===== config.mk =====
export PLATFORM = sky130hd
export DESIGN_NAME = pt_blocks
export DESIGN_NICKNAME = d
export VERILOG_FILES = /design/src/logic/pt_pkg.sv /design/src/logic/pt_blocks.sv /design/src/logic/pt_tick.sv /design/src/logic/pt_timer.sv
export SDC_FILE = /design/constraint.sdc
export NUM_CORES = 1
export LEC_CHECK = 0
export ABC_CLOCK_PERIOD_IN_PS = 6100
export BUFFER_PORTS_ARGS = -buffer_cell sky130_fd_sc_hd__buf_4
export CAP_MARGIN = 20
export CORE_MARGIN = 2
export CORE_UTILIZATION = 59
export CTS_CLUSTER_SIZE = 8
export DETAILED_ROUTE_END_ITERATION = 8
export PLACE_DENSITY_LB_ADDON = 0.15
export SLEW_MARGIN = 0
export SYNTH_ARGS = -nofsm -noshare
export SYNTH_HDL_FRONTEND = slang
export SYNTH_SLANG_ARGS = --single-unit
export TNS_END_PERCENT = 100

===== constraint.sdc =====
create_clock -name sys_clk -period 6.1 [get_ports sys_clk]
set_clock_uncertainty 0.2 [all_clocks]
set_input_delay 0.61 -clock sys_clk [delete_from_list [all_inputs] [get_ports sys_clk]]
set_output_delay 0.61 -clock sys_clk [all_outputs]
set_load 0.03 [all_outputs]

===== src/logic/pt_pkg.sv =====
// Constants, register map and helpers for the controller function blocks
// Operation
// - Square-wave period takes 0.01 to 99.99 in hours, minutes or seconds.
// - Enabled generator toggles output every period; enable low halts, output zero.
// - Enable rising edge restarts timer from zero; first high after one period.
// - Generator reset holds output zero; release with enable restarts from low.
// - On-delay trigger rising edge starts timer; output one after full delay.
// - Latched on-delay output ignores trigger; only reset clears output and time.
// - On-delay reset beats trigger: output zero and timer stopped.
// - On-delay setting takes 0.01 to 99.99 in hours, minutes or seconds.
// - Up counter reset dominates: count zero and output low together.
// - Up counter adds one only on count input rising edges.
// - Up counter output asserts once count reaches the target.
// - Counter targets are six decimal digits, 1 to 999999; a down preset of 0 loads a zero count.
// - Down counter reset wins: count cleared and output low together.
// - Down counter output asserts when count reaches zero by counting down.
// - Single pulse: each trigger rising edge gives output high for set duration.
// - Single-pulse reset forces output zero, cutting any pulse short.
// - Single-pulse duration takes 0.01 to 99.99 in seconds, minutes or hours.
// - Each comparator operand is a constant 0.0 to 10.0 or an analog channel.
// - Comparator applies greater, less, greater-equal or less-equal; one if true.
// - Comparator result routes to any output point or internal relay bit.
package pt_pkg;
	localparam int          CLK_HZ       = 25_000_000;
	localparam int          TICK_MS      = 10;
	localparam int          TICK_CYC     = CLK_HZ / 1000 * TICK_MS;
	localparam int          MIN_DIV      = 60;
	localparam int          HR_DIV       = 60;
	localparam logic [13:0] SET_MIN      = 14'h0001;
	localparam logic [13:0] SET_MAX      = 14'h270F;
	localparam logic [19:0] CNT_MIN      = 20'h0_0001;
	localparam logic [19:0] CNT_MAX      = 20'hF_423F;
	localparam logic [6:0]  ANA_MAX      = 7'h64;
	localparam int          NCHAN        = 12;
	localparam int          NOUT         = 8;
	localparam int          NREL         = 127;
	localparam logic [7:0]  ROUTE_MAX    = 8'h86;
	localparam logic [2:0]  UNIT_HOUR    = 3'h1;
	localparam logic [2:0]  UNIT_MIN     = 3'h2;
	localparam logic [2:0]  UNIT_SEC     = 3'h4;
	localparam int          F_UNIT       = 16;
	localparam int          F_A_SEL      = 7;
	localparam int          F_A_CH       = 8;
	localparam int          F_B_CONST    = 12;
	localparam int          F_B_SEL      = 19;
	localparam int          F_B_CH       = 20;
	localparam int          F_REL        = 24;
	localparam logic [1:0]  REL_GT       = 2'h0;
	localparam logic [1:0]  REL_LT       = 2'h1;
	localparam logic [1:0]  REL_GE       = 2'h2;
	localparam logic [1:0]  REL_LE       = 2'h3;
	localparam logic [7:0]  A_SQW_CFG    = 8'h00;
	localparam logic [7:0]  A_LOD_CFG    = 8'h04;
	localparam logic [7:0]  A_SPT_CFG    = 8'h08;
	localparam logic [7:0]  A_UP_TARGET  = 8'h0C;
	localparam logic [7:0]  A_DN_PRESET  = 8'h10;
	localparam logic [7:0]  A_CMP_CFG    = 8'h14;
	localparam logic [7:0]  A_CMP_ROUTE  = 8'h18;
	localparam logic [7:0]  A_STATUS     = 8'h1C;
	localparam logic [7:0]  A_UP_COUNT   = 8'h20;
	localparam logic [7:0]  A_DN_COUNT   = 8'h24;
	localparam logic [31:0] RST_TIME_CFG = 32'h0004_0064;
	localparam logic [31:0] RST_TARGET   = 32'h0000_0001;
	localparam logic [31:0] RST_CMP_CFG  = 32'h0000_0000;
	localparam logic [31:0] RST_ROUTE    = 32'h0000_0000;

	typedef enum logic [1:0] {SQ_IDLE = 2'b01, SQ_RUN = 2'b10} pt_sq_t;
	typedef enum logic [2:0] {
		LD_IDLE = 3'b001, LD_TIME = 3'b010, LD_ON = 3'b100
	} pt_ld_t;
	typedef enum logic [1:0] {SP_IDLE = 2'b01, SP_PULSE = 2'b10} pt_sp_t;

	// Byte-lane merge of a bus write
	function automatic logic [31:0] pt_wmask(input logic [31:0] old_v,
		input logic [31:0] new_v, input logic [3:0] sel);
		logic [31:0] r;
		r = old_v;
		for (int i = 0; i < 4; i++) begin
			if (sel[i]) begin
				r[8*i +: 8] = new_v[8*i +: 8];
			end
		end
		return r;
	endfunction : pt_wmask

	// Clamp a time setting into the legal hundredths range
	function automatic logic [13:0] pt_lim(input logic [13:0] v);
		if (v < SET_MIN) begin
			return SET_MIN;
		end
		if (v > SET_MAX) begin
			return SET_MAX;
		end
		return v;
	endfunction : pt_lim
endpackage : pt_pkg


===== src/logic/pt_blocks.sv =====
// Function blocks: generator, on-delay, counters, pulse timer, comparator
module pt_blocks
	import pt_pkg::*;
#(
	parameter int TICK_CYCLES = pt_pkg::TICK_CYC
) (
	// Clock and reset
	input  wire logic                  sys_clk,
	input  wire logic                  reset,
	// Wishbone slave
	input  wire logic                  wb_cyc_i,
	input  wire logic                  wb_stb_i,
	input  wire logic                  wb_we_i,
	input  wire logic [7:0]            wb_adr_i,
	input  wire logic [3:0]            wb_sel_i,
	input  wire logic [31:0]           wb_dat_i,
	output logic      [31:0]           wb_dat_o,
	output logic                       wb_ack_o,
	// Block inputs
	input  wire logic                  sqw_enable,
	input  wire logic                  sqw_reset,
	input  wire logic                  lod_trigger_input,
	input  wire logic                  lod_reset,
	input  wire logic                  up_count_pulse_input,
	input  wire logic                  up_reset,
	input  wire logic                  dn_count_pulse_input,
	input  wire logic                  dn_reset,
	input  wire logic                  spt_trigger_input,
	input  wire logic                  spt_reset,
	input  wire logic [8*pt_pkg::NCHAN-1:0] input_channels,
	// Block outputs
	output logic                       sqw_out,
	output logic                       lod_out,
	output logic                       up_out,
	output logic                       dn_out,
	output logic                       spt_out,
	output logic [pt_pkg::NOUT-1:0]    output_points,
	output logic [pt_pkg::NREL-1:0]    internal_relay_bits
);
	import pt_pkg::*;

	logic [31:0] sqw_cfg_reg, lod_cfg_reg, spt_cfg_reg;
	logic [31:0] up_target_reg, dn_preset_reg, cmp_cfg_reg, cmp_route_reg;
	logic [19:0] up_count_reg, dn_count_reg;
	logic        dn_load_reg;
	logic        sqw_prev_reg, lod_prev_reg, up_prev_reg, dn_prev_reg;
	logic        spt_prev_reg;
	logic        tick_sec, tick_min, tick_hr;
	logic        cmp_res_reg;
	pt_sq_t      sq_state_reg;
	pt_ld_t      ld_state_reg;
	pt_sp_t      sp_state_reg;
	logic        wr_en;
	logic [19:0] up_target;

	// Shared hundredth-of-unit ticks
	pt_tick #(.DIV(TICK_CYCLES)) u_tick_sec (
		.sys_clk   (sys_clk),
		.reset     (reset),
		.in_pulse  (1'b1),
		.out_pulse (tick_sec)
	);
	pt_tick #(.DIV(MIN_DIV)) u_tick_min (
		.sys_clk   (sys_clk),
		.reset     (reset),
		.in_pulse  (tick_sec),
		.out_pulse (tick_min)
	);
	pt_tick #(.DIV(HR_DIV)) u_tick_hr (
		.sys_clk   (sys_clk),
		.reset     (reset),
		.in_pulse  (tick_min),
		.out_pulse (tick_hr)
	);

	function automatic logic tick_of(input logic [31:0] cfg,
		input logic s, input logic m, input logic h);
		case (cfg[F_UNIT +: 3])
			UNIT_HOUR: tick_of = h;
			UNIT_MIN:  tick_of = m;
			default:   tick_of = s;
		endcase
	endfunction : tick_of

	// Register bus
	// Write lands at the edge where the master samples ack high
	assign wr_en = wb_cyc_i && wb_stb_i && wb_we_i && wb_ack_o;

	always_ff @(posedge sys_clk) begin
		if (reset) begin
			wb_ack_o <= 1'b0;
		end else begin
			wb_ack_o <= wb_cyc_i && wb_stb_i && !wb_ack_o;
		end
	end

	always_ff @(posedge sys_clk) begin
		if (reset) begin
			sqw_cfg_reg   <= RST_TIME_CFG;
			lod_cfg_reg   <= RST_TIME_CFG;
			spt_cfg_reg   <= RST_TIME_CFG;
			up_target_reg <= RST_TARGET;
			dn_preset_reg <= RST_TARGET;
			cmp_cfg_reg   <= RST_CMP_CFG;
			cmp_route_reg <= RST_ROUTE;
		end else if (wr_en) begin
			case (wb_adr_i)
				A_SQW_CFG:   sqw_cfg_reg   <= pt_wmask(sqw_cfg_reg,
					wb_dat_i, wb_sel_i);
				A_LOD_CFG:   lod_cfg_reg   <= pt_wmask(lod_cfg_reg,
					wb_dat_i, wb_sel_i);
				A_SPT_CFG:   spt_cfg_reg   <= pt_wmask(spt_cfg_reg,
					wb_dat_i, wb_sel_i);
				A_UP_TARGET: up_target_reg <= pt_wmask(up_target_reg,
					wb_dat_i, wb_sel_i);
				A_DN_PRESET: dn_preset_reg <= pt_wmask(dn_preset_reg,
					wb_dat_i, wb_sel_i);
				A_CMP_CFG:   cmp_cfg_reg   <= pt_wmask(cmp_cfg_reg,
					wb_dat_i, wb_sel_i);
				A_CMP_ROUTE: cmp_route_reg <= pt_wmask(cmp_route_reg,
					wb_dat_i, wb_sel_i);
				default: ;
			endcase
		end
	end

	always_ff @(posedge sys_clk) begin
		if (reset) begin
			wb_dat_o <= 32'h0000_0000;
		end else begin
			case (wb_adr_i)
				A_SQW_CFG:   wb_dat_o <= sqw_cfg_reg;
				A_LOD_CFG:   wb_dat_o <= lod_cfg_reg;
				A_SPT_CFG:   wb_dat_o <= spt_cfg_reg;
				A_UP_TARGET: wb_dat_o <= up_target_reg;
				A_DN_PRESET: wb_dat_o <= dn_preset_reg;
				A_CMP_CFG:   wb_dat_o <= cmp_cfg_reg;
				A_CMP_ROUTE: wb_dat_o <= cmp_route_reg;
				A_STATUS:    wb_dat_o <= {26'h000_0000, cmp_res_reg,
					spt_out, dn_out, up_out, lod_out, sqw_out};
				A_UP_COUNT:  wb_dat_o <= {12'h000, up_count_reg};
				A_DN_COUNT:  wb_dat_o <= {12'h000, dn_count_reg};
				default:     wb_dat_o <= 32'h0000_0000;
			endcase
		end
	end

	// Previous samples for edge detection
	always_ff @(posedge sys_clk) begin
		if (reset) begin
			sqw_prev_reg <= 1'b0;
			lod_prev_reg <= 1'b0;
			up_prev_reg  <= 1'b0;
			dn_prev_reg  <= 1'b0;
			spt_prev_reg <= 1'b0;
		end else begin
			sqw_prev_reg <= sqw_enable;
			lod_prev_reg <= lod_trigger_input;
			up_prev_reg  <= up_count_pulse_input;
			dn_prev_reg  <= dn_count_pulse_input;
			spt_prev_reg <= spt_trigger_input;
		end
	end

	// Square-wave generator
	logic        sq_done;
	logic [13:0] sq_elapsed;
	pt_timer u_sq_timer (
		.sys_clk (sys_clk),
		.reset   (reset),
		.clear   (sq_state_reg != SQ_RUN || sq_done),
		.run     (1'b1),
		.tick    (tick_of(sqw_cfg_reg, tick_sec, tick_min, tick_hr)),
		.limit   (pt_lim(sqw_cfg_reg[13:0])),
		.elapsed (sq_elapsed),
		.done    (sq_done)
	);

	always_ff @(posedge sys_clk) begin
		if (reset || sqw_reset || !sqw_enable) begin
			sq_state_reg <= SQ_IDLE;
			sqw_out      <= 1'b0;
		end else begin
			case (sq_state_reg)
				SQ_IDLE: begin
					sq_state_reg <= SQ_RUN;
					sqw_out      <= 1'b0;
				end
				SQ_RUN: if (sq_done) begin
					sqw_out <= !sqw_out;
				end
				default: sq_state_reg <= SQ_IDLE;
			endcase
		end
	end

	// Latching on-delay timer
	logic        ld_done;
	logic [13:0] ld_elapsed;
	pt_timer u_ld_timer (
		.sys_clk (sys_clk),
		.reset   (reset),
		.clear   (lod_reset || ld_state_reg == LD_IDLE),
		.run     (ld_state_reg == LD_TIME),
		.tick    (tick_of(lod_cfg_reg, tick_sec, tick_min, tick_hr)),
		.limit   (pt_lim(lod_cfg_reg[13:0])),
		.elapsed (ld_elapsed),
		.done    (ld_done)
	);

	always_ff @(posedge sys_clk) begin
		if (reset || lod_reset) begin
			ld_state_reg <= LD_IDLE;
			lod_out      <= 1'b0;
		end else begin
			case (ld_state_reg)
				LD_IDLE: if (lod_trigger_input && !lod_prev_reg) begin
					ld_state_reg <= LD_TIME;
				end
				LD_TIME: if (ld_done) begin
					ld_state_reg <= LD_ON;
					lod_out      <= 1'b1;
				end
				LD_ON:   lod_out <= 1'b1;
				default: ld_state_reg <= LD_IDLE;
			endcase
		end
	end

	// Up counter
	assign up_target = (up_target_reg[19:0] < CNT_MIN) ? CNT_MIN :
		(up_target_reg[19:0] > CNT_MAX) ? CNT_MAX : up_target_reg[19:0];

	always_ff @(posedge sys_clk) begin
		if (reset || up_reset) begin
			up_count_reg <= 20'h0_0000;
			up_out       <= 1'b0;
		end else if (up_count_pulse_input && !up_prev_reg
			&& up_count_reg < CNT_MAX) begin
			up_count_reg <= up_count_reg + 20'h0_0001;
			up_out <= (up_count_reg + 20'h0_0001 >= up_target);
		end else begin
			up_out <= (up_count_reg >= up_target);
		end
	end

	// Down counter; a preset write loads the count
	always_ff @(posedge sys_clk) begin
		if (reset) begin
			dn_load_reg <= 1'b0;
		end else begin
			dn_load_reg <= wr_en && wb_adr_i == A_DN_PRESET;
		end
	end

	always_ff @(posedge sys_clk) begin
		if (reset || dn_reset) begin
			dn_count_reg <= 20'h0_0000;
			dn_out       <= 1'b0;
		end else if (dn_load_reg) begin
			dn_count_reg <= (dn_preset_reg[19:0] > CNT_MAX) ? CNT_MAX
				: dn_preset_reg[19:0];
			dn_out       <= 1'b0;
		end else if (dn_count_pulse_input && !dn_prev_reg
			&& dn_count_reg != 20'h0_0000) begin
			dn_count_reg <= dn_count_reg - 20'h0_0001;
			dn_out <= (dn_count_reg == 20'h0_0001);
		end
	end

	// Single-pulse timer, retriggerable
	logic        sp_done;
	logic [13:0] sp_elapsed;
	logic        sp_edge;
	assign sp_edge = spt_trigger_input && !spt_prev_reg;
	pt_timer u_sp_timer (
		.sys_clk (sys_clk),
		.reset   (reset),
		.clear   (spt_reset || sp_edge || sp_state_reg == SP_IDLE),
		.run     (sp_state_reg == SP_PULSE),
		.tick    (tick_of(spt_cfg_reg, tick_sec, tick_min, tick_hr)),
		.limit   (pt_lim(spt_cfg_reg[13:0])),
		.elapsed (sp_elapsed),
		.done    (sp_done)
	);

	always_ff @(posedge sys_clk) begin
		if (reset || spt_reset) begin
			sp_state_reg <= SP_IDLE;
			spt_out      <= 1'b0;
		end else if (sp_edge) begin
			sp_state_reg <= SP_PULSE;
			spt_out      <= 1'b1;
		end else begin
			case (sp_state_reg)
				SP_IDLE:  spt_out <= 1'b0;
				SP_PULSE: if (sp_done) begin
					sp_state_reg <= SP_IDLE;
					spt_out      <= 1'b0;
				end
				default:  sp_state_reg <= SP_IDLE;
			endcase
		end
	end

	// Voltage threshold comparator, values in tenths of a volt
	logic [7:0] op_a, op_b;
	logic       cmp_now;
	always_comb begin
		op_a = cmp_cfg_reg[F_A_SEL] ?
			input_channels[8*32'(cmp_cfg_reg[F_A_CH +: 4]) +: 8]
			: {1'b0, (cmp_cfg_reg[6:0] > ANA_MAX) ? ANA_MAX
			: cmp_cfg_reg[6:0]};
		op_b = cmp_cfg_reg[F_B_SEL] ?
			input_channels[8*32'(cmp_cfg_reg[F_B_CH +: 4]) +: 8]
			: {1'b0, (cmp_cfg_reg[F_B_CONST +: 7] > ANA_MAX) ? ANA_MAX
			: cmp_cfg_reg[F_B_CONST +: 7]};
		// A missing channel reads as zero; a constant operand is kept
		if (cmp_cfg_reg[F_A_SEL]
			&& cmp_cfg_reg[F_A_CH +: 4] >= 4'(NCHAN)) begin
			op_a = 8'h00;
		end
		if (cmp_cfg_reg[F_B_SEL]
			&& cmp_cfg_reg[F_B_CH +: 4] >= 4'(NCHAN)) begin
			op_b = 8'h00;
		end
		case (cmp_cfg_reg[F_REL +: 2])
			REL_GT:  cmp_now = op_a >  op_b;
			REL_LT:  cmp_now = op_a <  op_b;
			REL_GE:  cmp_now = op_a >= op_b;
			REL_LE:  cmp_now = op_a <= op_b;
			default: cmp_now = 1'b0;
		endcase
	end

	always_ff @(posedge sys_clk) begin
		if (reset) begin
			cmp_res_reg         <= 1'b0;
			output_points       <= '0;
			internal_relay_bits <= '0;
		end else begin
			cmp_res_reg <= cmp_now;
			for (int i = 0; i < NOUT; i++) begin
				output_points[i] <= cmp_now
					&& cmp_route_reg[7:0] == 8'(i);
			end
			for (int i = 0; i < NREL; i++) begin
				internal_relay_bits[i] <= cmp_now
					&& cmp_route_reg[7:0] == 8'(i + NOUT);
			end
		end
	end
endmodule : pt_blocks


===== src/logic/pt_tick.sv =====
// Prescaler that emits one pulse per DIV input pulses
module pt_tick #(
	parameter int DIV = 60
) (
	// Clock and reset
	input  wire logic sys_clk,
	input  wire logic reset,
	// Pulse in and divided pulse out
	input  wire logic in_pulse,
	output logic      out_pulse
);
	logic [31:0] cnt_reg;

	always_ff @(posedge sys_clk) begin
		if (reset) begin
			cnt_reg   <= 32'h0000_0000;
			out_pulse <= 1'b0;
		end else begin
			out_pulse <= 1'b0;
			if (in_pulse) begin
				if (cnt_reg == 32'(DIV - 1)) begin
					cnt_reg   <= 32'h0000_0000;
					out_pulse <= 1'b1;
				end else begin
					cnt_reg <= cnt_reg + 32'h0000_0001;
				end
			end
		end
	end
endmodule : pt_tick


===== src/logic/pt_timer.sv =====
// Elapsed-time counter in hundredths of the selected unit
module pt_timer (
	// Clock and reset
	input  wire logic        sys_clk,
	input  wire logic        reset,
	// Control
	input  wire logic        clear,
	input  wire logic        run,
	input  wire logic        tick,
	input  wire logic [13:0] limit,
	// State
	output logic      [13:0] elapsed,
	output logic             done
);
	always_ff @(posedge sys_clk) begin
		if (reset || clear) begin
			elapsed <= 14'h0000;
		end else if (run && tick && elapsed < limit) begin
			elapsed <= elapsed + 14'h0001;
		end
	end

	assign done = (elapsed >= limit);
endmodule : pt_timer


==> flow_summary.yaml, run 1 <==
synthesis:
  yosys_warnings: 0
  syn_nets: 3488
  yosysTopAreaCell: "dfxtp_1"
  synth_compound_area_share_pct: 10.19
  dominantRegCellSynth: "dfxtp_1"
  synth_top_family_by_area: "simple AND/OR/NAND/NOR gates"
  netlist_instances: 3234
  async_reset_ff_share_pct: 0
  synth_cell_type_count: 72
  yosysTopAreaCellShare_pct: 41.87
  ys_seq_elements: 591
  synth_area_leaders: "dfxtp_1 42%, mux2i_1 6.0%, mux4_2 5.1%"
  synth_seq_area_share_pct: 41.87
  synth_mux_area_share_pct: 11.33
  postSynthAreaPerCell_um2: 8.738
  synthesis.area_mm2: 0.02826
  synth-edff-count: 0
  synth-xor-area-share_pct: 5.300
  synth_fa_ha_area_share_pct: 4.383
  synthSimpleGateAreaFrac_pct: 23.57
clocking:
  cts.sinks: 591
  cts_resized: 0
  cts_max_level: 3
  cts_tree: "built"
  cts_buffer_depth: 3
  clk_latency_ns: 0.63
  clockRootBuffer: "clkbuf_16"
  cts_buffers: 83
  clk_pin_slew_ns: 0.05
finish:
  nNetsFinal: 3732
  top_register: "internal_relay_bits"
  drive_gt1_share_pct: 15.93
  largest_reg_flops: 127
  syn_to_final_growth_pct: 17.95
routing:
  wl_per_cell_um: 21.18
  viasPerCell: 6.270
  drc: 0
  dr.first_iter.drc_count: 2608
  dr.pass1.iters: 7
  detail-route-antenna-nets: 0
  wl_um: 86860
  via_count: 25720
place:
  portBuffers: 327
  gp_congestion: 0.9671
  dp_hpwl_um: 61240
  dpl_worst_slack_ns: 1.814
setup_path:
  crit_fanout: 136
  cp.arrival_ns: 4.60
  start_kind: "flip-flop"
  crit_type: "reg2reg"
  cp.required_ns: 6.37
  worstSetupEndpointType: "flip-flop"
timing:
  rsz0062_at_grt: "no"
  final.setup.worst_slack_ns: 1.770
  final_max_slew_viol_count: 0
  max_freq_ghz: 0.2309
  post-route-min-period_ns: 4.331
  setup_tns_ns: 0
  setup_viol: 0
  hold_ws_ns: 0.01648
  hold_viol: 0
  relSlewSlack_pct: 28.34
  fin_crit_sh_pct: 70.99
  worst_pin_slew_ns: 1.072
grt:
  grt_pass1_vias: 24660
  grt_pass1_wl_um: 134900
  grt-ovfl-total: 0
  met3_usage_pct: 7.178
  grt_max_degree: 137
  antenna_found_initial: 8
  grt.busiest_layer: "met2"
  grt_usage_pct: 34.11
  use_met1_pct: 43.69
  grt_use_met2_pct: 55.39
power_and_ir_drop:
  p_leak_nw: 12.67
  powerDensity_mw_per_mm2: 282.8
  irDropWorstVdd_mv: 0.2454
  total_power_mw: 9.428
floorplanning:
  dieWidth_um: 222.9
  rows: 80
  dieHeight_um: 222.9
  start_util_pct: 59.44
  core-area_mm2: 0.04755
  io_pins: 328
  die-area_mm2: 0.04966
worst_hold_path:
  hold_path.class: "in2reg"
run_status:
  outcome: "complete, no violations"
run:
  maxCapViolCount: 0
==> critical path, cell delays in order, from the launching register on <==
cell	delay, ns
dfxtp_2	0.88
mux4_2	0.60
mux2i_1	0.14
o21ai_0	0.11
a22o_1	0.21
ha_1	0.30
nor2b_1	0.13
o21a_1	0.16
o21a_1	0.16
o21bai_1	0.17
a211oi_1	0.11
nor3b_2	0.28
buf_12	0.41
nor4_1	0.16
==> area by class of cell <==
class / count / area [µm²]
flip-flops and latches: 591 / 11830
inverters: 36 / 135.1
multi-input cells: 2402 / 15520
clock inverters: 6 / 117.6
repair buffers: 364 / 2839
well taps: 615 / 769.5
diodes: 3 / 7.507
fillers: 3612 / 14210
clock buffers: 85 / 2106
==> final timing paths <==
kind	cells after the start	slack (ns)	startpoint	endpoint
worst min register to register	1	0.24	wb_ack_o	wb_ack_o
worst max-delay path	13	1.77	cmp_cfg_reg[8]	internal_relay_bits[4]
worst min-delay path	3	0.02	spt_reset	sp_state_reg[0]
worst max register to register	13	1.77	cmp_cfg_reg[8]	internal_relay_bits[4]
==> per-layer routing <==
| metal | routed length (µm) | share of wire (%) | vias to the layer above |
|---|---|---|---|
| met4 | 3732 | 4.3 | 8 |
| met5 | 48 | 0.055 | - |
| met1 | 35150 | 40 | 12320 |
| li1 | - | - | 12010 |
| met2 | 40830 | 47 | 1147 |
| met3 | 7098 | 8.2 | 238 |
==> cells in the mapped netlist, drive strengths merged (29+ instances only) <==
master,instances
a21oi,273
and3,29
buf,51
clkbuf,154
dfxtp,591
ha,99
inv,36
mux2i,169
mux4,64
nand2,376
nand3,186
nand4,61
nor2,388
nor3,47
nor4,175
o21ai,108
xnor2,59
xor2,112
==> metrics by stage <==
stage          utilization [%]  instances  instance area [µm²]
3_3_place_gp             65.05       3997                30930
5_1_grt                  70.10       4101                33330
4_1_cts                  69.86       4094                33210
2_1_floorplan                -       3234                28260
6_report                 70.11       4102                33330
3_5_place_dp             65.05       3997                30930
==> power breakdown <==
| part | switching [mW] | internal, mW | leakage (nW) |
|---|---|---|---|
| clock network | 1.66 | 2.43 | 1.08 |
| logic | 0.750 | 0.544 | 6.82 |
| registers | 0.107 | 3.94 | 4.76 |
| total | 2.52 | 6.91 | 12.7 |
==> cells by family after synthesis <==
kind of cell | Yosys count
AO/OA/AOI/OAI | 505
XOR/XNOR | 171
adder cells (fa/ha/maj) | 99
buffers and inverters | 241
flip-flops | 591
multiplexers | 239
AND/OR/NAND/NOR | 1388
==> placed cells by master, fill, tap and decap left out, types with 22 or more instances in the layout <==
cell,netlist,layout
nor4_1,173,173
xnor2_1,59,59
mux4_2,64,64
nor3_1,45,44
ha_1,99,99
nor2_1,382,382
nand4_1,61,61
dfxtp_1,591,589
o22ai_1,27,27
mux2i_1,169,169
o21ai_0,106,106
buf_4,2,351
nor2b_1,23,22
nand3_1,186,186
and2_1,23,23
nand2_1,375,375
and3_1,29,29
clkbuf_16,0,84
a21oi_1,273,273
xor2_1,112,112
inv_1,35,35
==> repair_timing <==
action	in CTS	in global routing
setup buffers	0	0
endpoints found under the hold margin	8	0
hold buffers	6	0
No activity file was read; power rests on OpenSTA's default activity.
==> run 2: changes to the inputs <==
Settings changed: ABC_CLOCK_PERIOD_IN_PS 6100 to 4070.
Clock period 6.1 ns to 4.07 ns, I/O delays scaled along.
==> flow_summary.yaml, run 2 (synthesis results as in run 1) <==
setup_path:
  rrSetupSlack_ns: 0.12
  start_kind: "flip-flop"
  crit_type: "reg2reg"
  worstSetupEndpointType: "flip-flop"
  cpMostUsedCell: "a21oi_1"
  r2r_cells: 16
  r2r-start: "cmp_cfg_reg[8]"
  cp_cell_sequence: "buf_12 > mux4_2 > mux2i_1 > nor2_1 > a21oi_1 > a21oi_1 > ha_1 > a21o_1 > a21o_1 > a21oi_1 > nand3_1 > nor3b_2 > buf_4 > clkbuf_16 > buf_4 > nor4_1"
  crit_fanout: 16
  slowest_delay_ns: 0.51
  cp.required_ns: 4.36
  slowest_stage: "mux4_2"
  cp.arrival_ns: 4.24
  r2r-end: "internal_relay_bits[33]"
timing:
  worst_pin_slew_ns: 1.139
  rsz0062_at_grt: "yes"
  hold_ws_ns: 0.03830
  final.setup.worst_slack_ns: 0.1207
  setup_viol: 0
  fin_crit_sh_pct: 97.03
  max_freq_ghz: 0.2532
  hold_viol: 0
  post-route-min-period_ns: 3.949
  relSlewSlack_pct: 23.88
  setup_tns_ns: 0
  final_max_slew_viol_count: 0
clocking:
  cts_tree: "built"
  clockRootBuffer: "clkbuf_16"
  cts_max_level: 3
  clk_latency_ns: 0.63
  cts_buffer_depth: 3
  cts_buffers: 83
  cts.sinks: 591
  clk_pin_slew_ns: 0.06
finish:
  final_cell_mix: "587 x dfxtp_1, 383 x buf_4, 382 x nor2_1, 375 x nand2_1, 273 x a21oi_1"
  mostFrequentLayoutCell: "dfxtp_1"
  final_area_mm2: 0.03413
  nNetsFinal: 3810
  top_register: "internal_relay_bits"
  fin_util_pct: 71.78
  drive_gt1_share_pct: 16.90
  syn_to_final_growth_pct: 20.76
  fin_cells: 4179
  largest_reg_flops: 127
power_and_ir_drop:
  pwr-share-seq_pct: 42.7
  p_sw_share_pct: 26.67
  clkPwrFrac_pct: 43.2
  total_power_mw: 14.16
  p_leak_nw: 13.06
  combPwrFrac_pct: 14.0
  switching_power_mw: 3.776
  intPower_mw: 10.38
  irDropWorstVdd_mv: 0.3223
  powerDensity_mw_per_mm2: 414.8
routing:
  wl_met1_um: 35020
  via_count: 26400
  dr.pass1.iters: 6
  dr_wl_met2_um: 41600
  wl_per_cell_um: 21.42
  wl_um: 89520
  wl_met3_um: 8111
  viasPerCell: 6.318
  drc: 0
  detail-route-antenna-nets: 0
  dr.first_iter.drc_count: 2766
  top_layer: "met5"
place:
  dp_hpwl_um: 62530
  placed_area_mm2: 0.03130
  gp_congestion: 0.9733
  placed_cells_incl_taps: 4033
  portBuffers: 327
  dpl_worst_slack_ns: 0.1766
grt:
  antenna_found_initial: 5
  grt_pass1_wl_um: 137600
  grt_max_degree: 121
  grt_usage_pct: 34.60
  grt_pass1_vias: 25370
  grt-ovfl-total: 0
worst_hold_path:
  holdPathStages: 2
  hold_path.class: "in2reg"
  hold_end: "lod_cfg_reg[17]"
  hp-start: "reset"
floorplanning:
  rows: 80
  dieWidth_um: 222.9
  start_util_pct: 59.44
  die-area_mm2: 0.04966
  io_pins: 328
  core-area_mm2: 0.04755
  dieHeight_um: 222.9
run_status:
  outcome: "complete, no violations"
run:
  maxCapViolCount: 0
==> run 2: changes by cell type in the layout (fill, tap and decap cells not counted), sizes merged <==
| cell | change |
|---|---|
| clkbuf | +2 |
| buf | +38 |
| dlygate4sd3 | +38 |
| diode | -1 |
==> run 2: repair_timing <==
| action | CTS | global route |
|---|---|---|
| endpoints found under the hold margin | 242 | 0 |
| gates resized for setup | 0 | 9 |
| setup buffers | 0 | 3 |
| hold buffers | 44 | 0 |
| endpoints found under the setup margin | 0 | 67 |
==> run 2: power groups by stage <==
stage / registers, mW / logic [mW] / clock network [mW]
2_1_floorplan: 6.11 / 1.41 / 0
4_1_cts: 6.05 / 1.94 / 6.17
5_1_grt: 6.05 / 2.17 / 6.40
3_3_place_gp: 6.16 / 1.88 / 0
6_report: 6.05 / 1.99 / 6.12
3_5_place_dp: 6.16 / 1.89 / 0
==> run 2: worst max-delay path by stage <==
stage                     depth (start not counted)  slack (ns)                  endpoint            start
after floorplan                                  17        0.10  internal_relay_bits[125]  cmp_cfg_reg[20]
after global placement                           15        0.22   internal_relay_bits[46]   cmp_cfg_reg[8]
after detailed placement                         15        0.18   internal_relay_bits[51]   cmp_cfg_reg[8]
after CTS                                        15        0.13   internal_relay_bits[33]   cmp_cfg_reg[8]
after global routing                             16       -0.02   internal_relay_bits[33]   cmp_cfg_reg[8]
final                                            16        0.12   internal_relay_bits[33]   cmp_cfg_reg[8]
==> run 2: worst max-delay path: cells and delay by family (launching register included) <==
family	cells	cell delay, ns
buffers and inverters	4	0.72
flip-flops	1	0.42
AND/OR/NAND/NOR	4	0.65
multiplexers	2	0.66
AO/OA/AOI/OAI	5	0.81
adder cells (fa/ha/maj)	1	0.34
==> run 2: cell type report <==
| class | instances | area (µm²) |
|---|---|---|
| diodes | 2 | 5.005 |
| clock inverters | 6 | 117.6 |
| clock buffers | 85 | 2106 |
| repair buffers | 442 | 3601 |
| fillers | 3533 | 13420 |
| multi-input cells | 2402 | 15550 |
| flip-flops and latches | 591 | 11840 |
| well taps | 615 | 769.5 |
| inverters | 36 | 135.1 |
==> run 2: routing by layer <==
| metal | vias up | track usage, % |
|---|---|---|
| li1 | 12170 | - |
| met5 | - | 0 |
| met2 | 1319 | 55.55 |
| met3 | 305 | 7.836 |
| met4 | 6 | 18.90 |
| met1 | 12610 | 43.39 |
